==> src/smp_pkg.sv <==
package smp_pkg;

  // Character and buffer shape.
  localparam int unsigned SMP_CHAR_W     = 8;
  localparam int unsigned SMP_FIFO_DEPTH = 16;
  localparam int unsigned SMP_SYNC_W     = 4;

  // System clock period and the master serial clock half period.
  localparam int unsigned SMP_CLK_NS     = 40;
  localparam int unsigned SMP_HALF_NS    = 160;
  localparam int unsigned SMP_HALF_CYC   =
    (SMP_HALF_NS + SMP_CLK_NS - 1) / SMP_CLK_NS;
  localparam logic [2:0]  SMP_HALF_LOAD  = 3'(SMP_HALF_CYC - 1);
  localparam logic [2:0]  SMP_HALF_ZERO  = 3'h0;

  // Bit counter values.
  localparam logic [3:0]  SMP_CNT_ZERO   = 4'h0;
  localparam logic [3:0]  SMP_CNT_LAST   = 4'h7;
  localparam logic [3:0]  SMP_CNT_FULL   = 4'h8;

  // Values after reset.
  localparam logic [7:0]  SMP_CHAR_RST   = 8'h00;
  localparam logic [3:0]  SMP_SYNC_RST   = 4'h0;

  // Master sequencer states.
  typedef enum logic [0:0] {
    SMP_IDLE  = 1'b0,
    SMP_SHIFT = 1'b1
  } smp_state_t;

endpackage : smp_pkg

==> src/smp_port.sv <==
`timescale 1ns/1ps
// Overview of operation
// - Four-wire full-duplex serial port, usable as master or as slave.
// - Detect another master starting a transfer while we do.
// - Bit rate at most clock/4 as slave, clock/8 as master.
// - Slave drives its data output MSB first; released when unselected.
// - Master-out data travels MSB first.
// - Master drives the serial clock; it times every data bit.
// - Slave select enables the slave; its active level is configurable.
// - As master, select is ignored unless fault detection is enabled.
// - Master operation follows the master-mode control bit.
// - Only the master starts a transfer; a slave never does.
// - A data buffer write in master mode starts a transfer at once.
// - Master shifts the character out MSB first while clocking.
// - Incoming master bits enter the shift register at its LSB.
// - At transfer end the received character is buffered and flagged.
// - Complete flag with interrupt enabled raises an interrupt request.
// - With the mode bit clear, the port is a slave on external clock.
// - Slave shifts out while receiving; received data replaces register.
// - Slave buffers received data and sets the complete flag too.
module smp_port
  import smp_pkg::*;
(
  // Clock and reset
  input  wire logic       clk_in,
  input  wire logic       rst_b_in,
  // Configuration
  input  wire logic       master_mode_select_in,
  input  wire logic       select_active_high_in,
  input  wire logic       fault_detect_en_in,
  input  wire logic       irq_en_in,
  input  wire logic       clear_complete_in,
  input  wire logic       clear_fault_in,
  // Status
  output logic            transfer_complete_flag_out,
  output logic            irq_out,
  output logic            collision_flag_out,
  output logic            mode_fault_flag_out,
  output logic            overrun_flag_out,
  output logic            busy_out,
  // Data buffer write
  input  wire logic [7:0] serial_data_buffer_in,
  input  wire logic       serial_data_buffer_valid_in,
  output logic            serial_data_buffer_ready_out,
  // Read buffer
  output logic [7:0]      read_data_out,
  output logic            read_valid_out,
  input  wire logic       read_ready_in,
  // Master pins
  output logic            master_out_pin_out,
  output logic            master_clock_out,
  input  wire logic       master_in_pin_in,
  // Slave pins
  input  wire logic       slave_clock_in,
  input  wire logic       slave_in_pin_in,
  input  wire logic       slave_select_in,
  output logic            slave_out_pin_out,
  output logic            slave_out_pin_oe_out
);

  logic [SMP_SYNC_W-1:0] pins_raw;
  logic [SMP_SYNC_W-1:0] sync1_ff;
  logic [SMP_SYNC_W-1:0] sync2_ff;
  logic                  sck_d_ff;
  smp_state_t            state_ff;
  smp_state_t            nxt_state;
  logic [7:0]            shift_ff;
  logic [7:0]            nxt_shift;
  logic [7:0]            tx_buf_ff;
  logic [3:0]            bit_cnt_ff;
  logic [3:0]            nxt_bit_cnt;
  logic [2:0]            half_cnt_ff;
  logic                  sample_ff;
  logic                  nxt_ready;
  logic                  mi_s;
  logic                  sck_s;
  logic                  si_s;
  logic                  ss_s;
  logic                  selected;
  logic                  slave_mode;
  logic                  master_on;
  logic                  accept;
  logic                  mst_start;
  logic                  half_done;
  logic                  shifting;
  logic                  mst_rise;
  logic                  mst_fall;
  logic                  slv_rise;
  logic                  slv_fall;
  logic                  slv_idle;
  logic                  fault_hit;
  logic                  col_set;
  logic                  mf_set;
  logic                  mst_done;
  logic                  slv_done;
  logic                  done;
  logic                  rise;
  logic                  fall;
  logic [7:0]            rx_word;
  logic                  fifo_in_ready;

  // four pins, either role
  // Every pin from the far party is synchronised before use.
  assign pins_raw = {slave_select_in, slave_in_pin_in, slave_clock_in,
                     master_in_pin_in};

  genvar gi;
  generate
    for (gi = 0; gi < SMP_SYNC_W; gi++)
    begin : g_sync
      always_ff @(posedge clk_in or negedge rst_b_in)
      begin
        if (!rst_b_in)
        begin
          sync1_ff[gi] <= SMP_SYNC_RST[gi];
          sync2_ff[gi] <= SMP_SYNC_RST[gi];
        end
        else
        begin
          sync1_ff[gi] <= pins_raw[gi];
          sync2_ff[gi] <= sync1_ff[gi];
        end
      end
    end
  endgenerate

  assign mi_s  = sync2_ff[0];
  assign sck_s = sync2_ff[1];
  assign si_s  = sync2_ff[2];
  assign ss_s  = sync2_ff[3];

  assign selected   = (ss_s == select_active_high_in);
  assign slave_mode = ~master_mode_select_in;
  assign master_on  = master_mode_select_in & ~collision_flag_out &
                      ~mode_fault_flag_out;

  assign slv_rise  = slave_mode & selected & sck_s & ~sck_d_ff;
  assign slv_fall  = slave_mode & selected & ~sck_s & sck_d_ff;
  assign slv_idle  = slave_mode & ~selected;

  assign accept    = serial_data_buffer_valid_in &
                     serial_data_buffer_ready_out;
  assign mst_start = accept & master_on;

  assign shifting  = (state_ff == SMP_SHIFT);
  assign half_done = (half_cnt_ff == SMP_HALF_ZERO);
  assign mst_rise  = shifting & half_done & ~master_clock_out;
  assign mst_fall  = shifting & half_done & master_clock_out;

  // select watched in master mode only when enabled
  assign fault_hit = master_mode_select_in & fault_detect_en_in & selected;
  assign col_set   = fault_hit & shifting;
  assign mf_set    = fault_hit & ~shifting;

  assign mst_done  = mst_fall & (bit_cnt_ff == SMP_CNT_FULL) & ~col_set;
  assign slv_done  = slv_rise & (bit_cnt_ff == SMP_CNT_LAST);
  assign done      = mst_done | slv_done;
  assign rise      = mst_rise | slv_rise;
  assign fall      = (mst_fall & (bit_cnt_ff != SMP_CNT_FULL)) |
                     (slv_fall & (bit_cnt_ff != SMP_CNT_ZERO));

  // new bit enters at the LSB
  assign rx_word   = slave_mode ? {shift_ff[6:0], si_s}
                                : {shift_ff[6:0], sample_ff};

  always_comb
  begin
    nxt_shift = shift_ff;
    if (mst_start)
    begin
      nxt_shift = serial_data_buffer_in;
    end
    else if (slv_idle)
    begin
      nxt_shift = tx_buf_ff;
    end
    else if (done)
    begin
      nxt_shift = rx_word;
    end
    else if (fall)
    begin
      nxt_shift = {shift_ff[6:0], sample_ff};
    end
  end

  always_comb
  begin
    nxt_bit_cnt = bit_cnt_ff;
    if (mst_start | slv_idle | done | col_set)
    begin
      nxt_bit_cnt = SMP_CNT_ZERO;
    end
    else if (rise)
    begin
      nxt_bit_cnt = bit_cnt_ff + 4'h1;
    end
  end

  // only a master-mode write leaves idle
  always_comb
  begin
    nxt_state = state_ff;
    case (state_ff)
      SMP_IDLE:
      begin
        if (mst_start)
        begin
          nxt_state = SMP_SHIFT;
        end
      end
      SMP_SHIFT:
      begin
        if (~master_on | col_set | mst_done)
        begin
          nxt_state = SMP_IDLE;
        end
      end
      default:
      begin
        nxt_state = SMP_IDLE;
      end
    endcase
  end

  // Ready drops for the finishing cycle so the fifo room is re-checked.
  assign nxt_ready = master_mode_select_in ?
                     (master_on & (nxt_state == SMP_IDLE) & fifo_in_ready &
                      ~mst_start & ~done & ~fault_hit) : 1'b1;

  always_ff @(posedge clk_in or negedge rst_b_in)
  begin
    if (!rst_b_in)
    begin
      state_ff    <= SMP_IDLE;
      shift_ff    <= SMP_CHAR_RST;
      bit_cnt_ff  <= SMP_CNT_ZERO;
      sample_ff   <= 1'b0;
      sck_d_ff    <= 1'b0;
      tx_buf_ff   <= SMP_CHAR_RST;
    end
    else
    begin
      state_ff   <= nxt_state;
      shift_ff   <= nxt_shift;
      bit_cnt_ff <= nxt_bit_cnt;
      sck_d_ff   <= sck_s;
      if (rise)
      begin
        sample_ff <= master_mode_select_in ? mi_s : si_s;
      end
      if (accept & slave_mode)
      begin
        tx_buf_ff <= serial_data_buffer_in;
      end
    end
  end

  always_ff @(posedge clk_in or negedge rst_b_in)
  begin
    if (!rst_b_in)
    begin
      half_cnt_ff      <= SMP_HALF_LOAD;
      master_clock_out <= 1'b0;
    end
    else if (nxt_state != SMP_SHIFT)
    begin
      half_cnt_ff      <= SMP_HALF_LOAD;
      master_clock_out <= 1'b0;
    end
    else if (half_done)
    begin
      half_cnt_ff      <= SMP_HALF_LOAD;
      master_clock_out <= ~master_clock_out;
    end
    else
    begin
      half_cnt_ff <= half_cnt_ff - 3'h1;
    end
  end

  always_ff @(posedge clk_in or negedge rst_b_in)
  begin
    if (!rst_b_in)
    begin
      master_out_pin_out   <= 1'b0;
      slave_out_pin_out    <= 1'b0;
      slave_out_pin_oe_out <= 1'b0;
      busy_out             <= 1'b0;
    end
    else
    begin
      master_out_pin_out   <= master_mode_select_in & nxt_shift[7];
      slave_out_pin_out    <= nxt_shift[7];
      slave_out_pin_oe_out <= slave_mode & selected;
      busy_out             <= (nxt_state == SMP_SHIFT);
    end
  end

  always_ff @(posedge clk_in or negedge rst_b_in)
  begin
    if (!rst_b_in)
    begin
      transfer_complete_flag_out   <= 1'b0;
      collision_flag_out           <= 1'b0;
      mode_fault_flag_out          <= 1'b0;
      overrun_flag_out             <= 1'b0;
      irq_out                      <= 1'b0;
      serial_data_buffer_ready_out <= 1'b0;
    end
    else
    begin
      transfer_complete_flag_out <= done |
        (transfer_complete_flag_out & ~clear_complete_in);
      collision_flag_out  <= col_set |
        (collision_flag_out & ~clear_fault_in);
      mode_fault_flag_out <= mf_set |
        (mode_fault_flag_out & ~clear_fault_in);
      // A slave cannot stall the far master, so a full buffer loses data.
      overrun_flag_out    <= (done & ~fifo_in_ready) |
        (overrun_flag_out & ~clear_complete_in);
      irq_out <= transfer_complete_flag_out & irq_en_in;
      serial_data_buffer_ready_out <= nxt_ready;
    end
  end

  // received word into the read buffer
  smp_fifo #(
    .WIDTH (SMP_CHAR_W),
    .DEPTH (SMP_FIFO_DEPTH)
  ) u_rx_fifo (
    .clk_in        (clk_in),
    .rst_b_in      (rst_b_in),
    .in_data_in    (rx_word),
    .in_valid_in   (done),
    .in_ready_out  (fifo_in_ready),
    .out_data_out  (read_data_out),
    .out_valid_out (read_valid_out),
    .out_ready_in  (read_ready_in)
  );
endmodule : smp_port

==> src/smp_fifo.sv <==
`timescale 1ns/1ps
module smp_fifo #(
  parameter int unsigned WIDTH = 8,
  parameter int unsigned DEPTH = 16
) (
  // Clock and reset
  input  wire logic             clk_in,
  input  wire logic             rst_b_in,
  // Filling side
  input  wire logic [WIDTH-1:0] in_data_in,
  input  wire logic             in_valid_in,
  output logic                  in_ready_out,
  // Draining side
  output logic [WIDTH-1:0]      out_data_out,
  output logic                  out_valid_out,
  input  wire logic             out_ready_in
);

  localparam int unsigned AW = $clog2(DEPTH);
  localparam logic [AW:0] FULL_CNT = (AW+1)'(DEPTH);

  logic [WIDTH-1:0] mem_ff [DEPTH];
  logic [AW-1:0]    wr_ptr_ff;
  logic [AW-1:0]    rd_ptr_ff;
  logic [AW:0]      count_ff;
  logic             push;
  logic             pop;
  logic             stage_free;

  // The output stage is a register so the drain side sees flop outputs.
  assign in_ready_out = (count_ff != FULL_CNT);
  assign push         = in_valid_in & in_ready_out;
  assign stage_free   = ~out_valid_out | out_ready_in;
  assign pop          = stage_free & (count_ff != '0);

  always_ff @(posedge clk_in)
  begin
    if (push)
    begin
      mem_ff[wr_ptr_ff] <= in_data_in;
    end
  end

  always_ff @(posedge clk_in or negedge rst_b_in)
  begin
    if (!rst_b_in)
    begin
      wr_ptr_ff     <= '0;
      rd_ptr_ff     <= '0;
      count_ff      <= '0;
      out_valid_out <= 1'b0;
      out_data_out  <= '0;
    end
    else
    begin
      if (push)
      begin
        wr_ptr_ff <= wr_ptr_ff + 1'b1;
      end
      if (pop)
      begin
        rd_ptr_ff    <= rd_ptr_ff + 1'b1;
        out_data_out <= mem_ff[rd_ptr_ff];
      end
      if (stage_free)
      begin
        out_valid_out <= pop;
      end
      count_ff <= count_ff + (AW+1)'(push) - (AW+1)'(pop);
    end
  end

endmodule : smp_fifo

==> config.mk <==
export PLATFORM = sky130hd
export DESIGN_NAME = smp_port
export DESIGN_NICKNAME = d
export VERILOG_FILES = /design/src/smp_pkg.sv /design/src/smp_port.sv /design/src/smp_fifo.sv
export SDC_FILE = /design/constraint.sdc
export NUM_CORES = 1
export LEC_CHECK = 0
export ABC_CLOCK_PERIOD_IN_PS = 3800
export BUFFER_PORTS_ARGS = -buffer_cell sky130_fd_sc_hd__clkbuf_2
export CORE_MARGIN = 2
export CORE_UTILIZATION = 41
export CTS_BUF_LIST = sky130_fd_sc_hd__clkbuf_4 sky130_fd_sc_hd__clkbuf_8
export DETAILED_ROUTE_END_ITERATION = 10
export PLACE_DENSITY_LB_ADDON = 0.2
export SYNTH_ARGS = -nofsm -noshare
export SYNTH_HDL_FRONTEND = slang
export SYNTH_SLANG_ARGS = --single-unit
==> constraint.sdc <==
create_clock -name clk_in -period 3.8 [get_ports clk_in]
set_input_delay 0.19 -clock clk_in [delete_from_list [all_inputs] [get_ports clk_in]]
set_output_delay 0.19 -clock clk_in [all_outputs]
set_load 0.02 [all_outputs]
==> results by group <==
Routing
  – Via count: about 4100
  – # DRC: 0
  – Per-cell routed wire length: around 19 um
  – Via/cell ratio: between 5 and 6
  – DRT Pass-1 Iters: 4
  – DRT antenna net count: 0
  – DR iter-0 viols: around 180
  – Routed WL: 14900 um

Clocking
  – Root Driver: clkbuf_8
  – Deepest clock path buffer count: 2
  – Clk slew on worst S/H paths: 0.10 ns
  – Setup bufs post-CTS: 0
  – Clk Latency, worst-skew pair: 0.45 ns
  – Clock sink total: about 190
  – TritonCTS Buffers: 17
  – CTS tree: done
  – H-tree lvl count: 4

Timing
  – Top achievable clock speed: 0.341 GHz
  – Period utilisation layout: 0.772
  – Final setup TNS: 0 ns
  – Slew Viols, Final: 0
  – Final Setup Violations: 0
  – Headroom to the max-slew limit: 0.421
  – Skew final: 0.0151 ns
  – Final-report hold violation count: 0
  – RSZ-0062 raised after global routing: no
  – Measured slew at the worst slew-check pin: between 0.8 and 0.9 ns
  – Final WS setup: 0.867 ns
  – Period minus WS final: 2.93 ns

Yosys
  – Synthesized cell area: 7920 um2
  – Largest cells by area after synthesis: edfxtp_1 49%, dfrtp_1 20%, mux4_2 11%, ha_1 2.4%, mux2_2 2.3%
  – Async set or reset register ratio after synthesis: 0.337
  – Post-synth EDFFs: 128
  – Netlist cell types: 56
  – Simple-gate portion of the synthesized area: 0.0631
  – Compound-Gate Fraction of Synth Area: 0.0277
  – Post-synth top area share: 0.486
  – Ys Warns: 0
  – Synth Instances: 448
  – Area leader, netlist: edfxtp_1
  – Post-synthesis mux area share: 0.149
  – Yosys reg bits: 193
  – Adder-cell share of the synthesized area: 0.0262
  – Synth Area in XOR/XNOR: 0.0188
  – Main combinational cell family by area after synthesis: multiplexers
  – Synth Flop Type: edfxtp_1
  – Sequential area share after synthesis: 0.691
  – Avg Cell Area, Syn: 17.7 um2
  – Syn_nets: just under 500

Power and ir drop
  – Gate power share: 0.228
  – Power per cell area: 642 nW/um2
  – Switching pwr: 1.66 mW
  – Seq pwr share: 0.507
  – Worst VDD drop: 0.239 mV
  – Clock power frac: 0.265
  – Sw frac: 0.285
  – Int Pwr: 4.16 mW
  – LEAKAGE: ~3.4 nW

Floorplanning
  – DIE WIDTH: between 100 and 150 um
  – Starting Density: 0.420
  – Die height: 143 um
  – Ports: between 40 and 50
  – Row count: 50
  – Die footprint: 20400 um2
  – Core area: approximately 19000 um2

Placed design
  – Routability cong.: 0.780
  – I/O Buffers: 41
  – Post-Place Setup Slack: approximately 0.89 ns
  – Cells after DPL: roughly 740
  – Post-DP HPWL: 9790 um

Finish
  – Layout cells sized above 1: 0.268
  – Most frequent cells in the layout: 128 x edfxtp_1, 62 x dfrtp_1, 40 x clkbuf_2
  – Non-Filler Instances: 793
  – Synthesis-to-layout area growth: 14.6%
  – # nets final: 558
  – Commonest non-fill, non-tap cell in the layout: edfxtp_1
  – Diode count: 0

Critical path
  – CP startpoint kind: flip-flop
  – CP dominant cell by count: inv_1
  – CP delay by family, top: compound AO/OA/AOI/OAI gates
  – Critical Path Fanout Max: 19
  – CP bufs+invs: 3
  – Crit. End Element: flip-flop
  – Max incr delay on CP: between 0.5 and 0.6 ns
  – Critical-path top delay cell: o21a_1
  – Crit-path cells: inv_1 -> ha_1 -> nand4b_1 -> a311oi_1 -> o21a_1 -> ha_1 -> inv_1 -> fa_1 -> inv_1 -> a21oi_1 -> nor2_1 -> nor2_1 -> xnor2_1
  – Setup Crit Path Kind: flip-flop to flip-flop
  – Required time worst endpoint: 4.15 ns
  – Worst EP arrival: ~3.3 ns

GRT
  – All-layer global routing usage: 0.158
  – Largest net degree at the start of global routing: 66
  – Gr ovfl total: 0
  – Initial antenna violation count: 0
  – First-pass GRT wire length: 23600 um
  – Vias in the first global route: approximately 4200

Job
  – Max-Cap Viols: 0

Hold path
  – Hold Path Class: input port to flip-flop

Outcome
  – Status: finished clean
## per-stage QoR
stage                     utilization  instance area [um2]  total power, mW  hold slack, ns
after floorplan                     -                 7920             3.94          -0.106
after CTS                       0.482                 9070             5.91          0.0787
after global routing            0.482                 9070             6.15           0.113
after detailed placement        0.447                 8420             4.34           0.300
after global placement          0.447                 8420             4.29           0.300
final                           0.482                 9070             5.83           0.111
## worst reg2reg max path: cells and delay by family, from the launching register on
family	cells	cell delay [ns]
adders and majority gates	3	0.85
and+or+nand+nor	3	0.32
DFF	1	0.38
AOI/OAI and AO/OA	3	0.98
buffers and inverters	3	0.19
xor gates and xnor gates	1	0.11
## what timing repair did
| item | 4_1_cts | 5_1_grt |
|---|---|---|
| gates resized for setup | 0 | 0 |
| hold buffers | 18 | 0 |
| hold endpoints to repair | 82 | 0 |
## final cells by class
class / count / area [um2]
Tap cell: 260 / 325
Multi-Input combinational cell: 216 / 2260
Inverter: 23 / 86.3
Clock buffer: 20 / 269
Fill cell: 1578 / 9760
Clock inverter: 12 / 200
Sequential cell: 193 / 5470
Timing Repair Buffer: 69 / 463
## metal layers
metal / global-route usage / wire length (um) / share of wire / vias up
met4: 0.0516 / 184 / 0.012 / 0
met5: 0 / 0 / 0 / -
met1: 0.222 / 6970 / 0.47 / 2100
met3: 0.0345 / 528 / 0.035 / 11
li1: - / - / - / 1886
met2: 0.247 / 7200 / 0.48 / 83
## power groups by stage
stage                     logic [mW]  registers (mW)  clock network [mW]
after floorplan                 1.08            2.86                   0
after global placement          1.31            2.98                   0
after detailed placement        1.33            3.01                   0
after CTS                       1.35            2.97                1.59
after global routing            1.47            3.02                1.66
final                           1.33            2.95                1.55
## synthesized netlist by cell type (all sizes together), types with 2 or more instances
master,count
dfstp,2
nor4bb,3
nand3b,2
and4b,6
nand3,4
nor2b,2
nor3b,3
ha,15
nand4,6
xor2,5
nand2,14
buf,8
nor3,10
xnor2,12
mux4,40
o21ai,7
a21oi,7
edfxtp,128
inv,23
and4,4
o22ai,8
clkbuf,8
nor2,22
mux2,23
dfrtp,63
## sequential cells by signal, summed over array words and instances, names as in the netlist, 3 cells and up
signal / count
shift_ff: 8
sync1_ff: 4
u_rx_fifo.wr_ptr_ff: 4
u_rx_fifo.out_data_out: 8
u_rx_fifo.rd_ptr_ff: 4
half_cnt_ff: 3
tx_buf_ff: 8
u_rx_fifo.count_ff: 5
bit_cnt_ff: 4
u_rx_fifo.mem_ff: 128
## final timing paths
| kind | from | end | slack (ns) | cells after the start |
|---|---|---|---|---|
| min in group asynchronous | rst_b_in | u_rx_fifo.rd_ptr_ff[2]$_DFFE_PN0P_ | 0.36 | 2 |
| worst max-delay path | half_cnt_ff[0]$_DFF_PN1_ | u_rx_fifo.count_ff[4]$_DFF_PN0_ | 0.87 | 13 |
| worst max register to register | half_cnt_ff[0]$_DFF_PN1_ | u_rx_fifo.count_ff[4]$_DFF_PN0_ | 0.87 | 13 |
| max in group asynchronous | rst_b_in | u_rx_fifo.wr_ptr_ff[2]$_DFFE_PN0N_ | 2.84 | 2 |
| worst min register to register | sync1_ff[3]$_DFF_PN0_ | ss_s$_DFF_PN0_ | 0.36 | 0 |
| worst min-delay path | master_mode_select_in | slave_out_pin_oe_out$_DFF_PN0_ | 0.11 | 2 |
## logic make-up (layout without fill, tap and decap cells)
group / after synthesis / after routing
buffers and inverters: 39 / 124
XOR/XNOR: 17 / 17
flip-flops: 193 / 193
adder cells (fa/ha/maj): 16 / 16
multiplexers: 64 / 64
AO/OA/AOI/OAI: 34 / 34
AND/OR/NAND/NOR: 85 / 85
(Power assumes the default switching activity.)
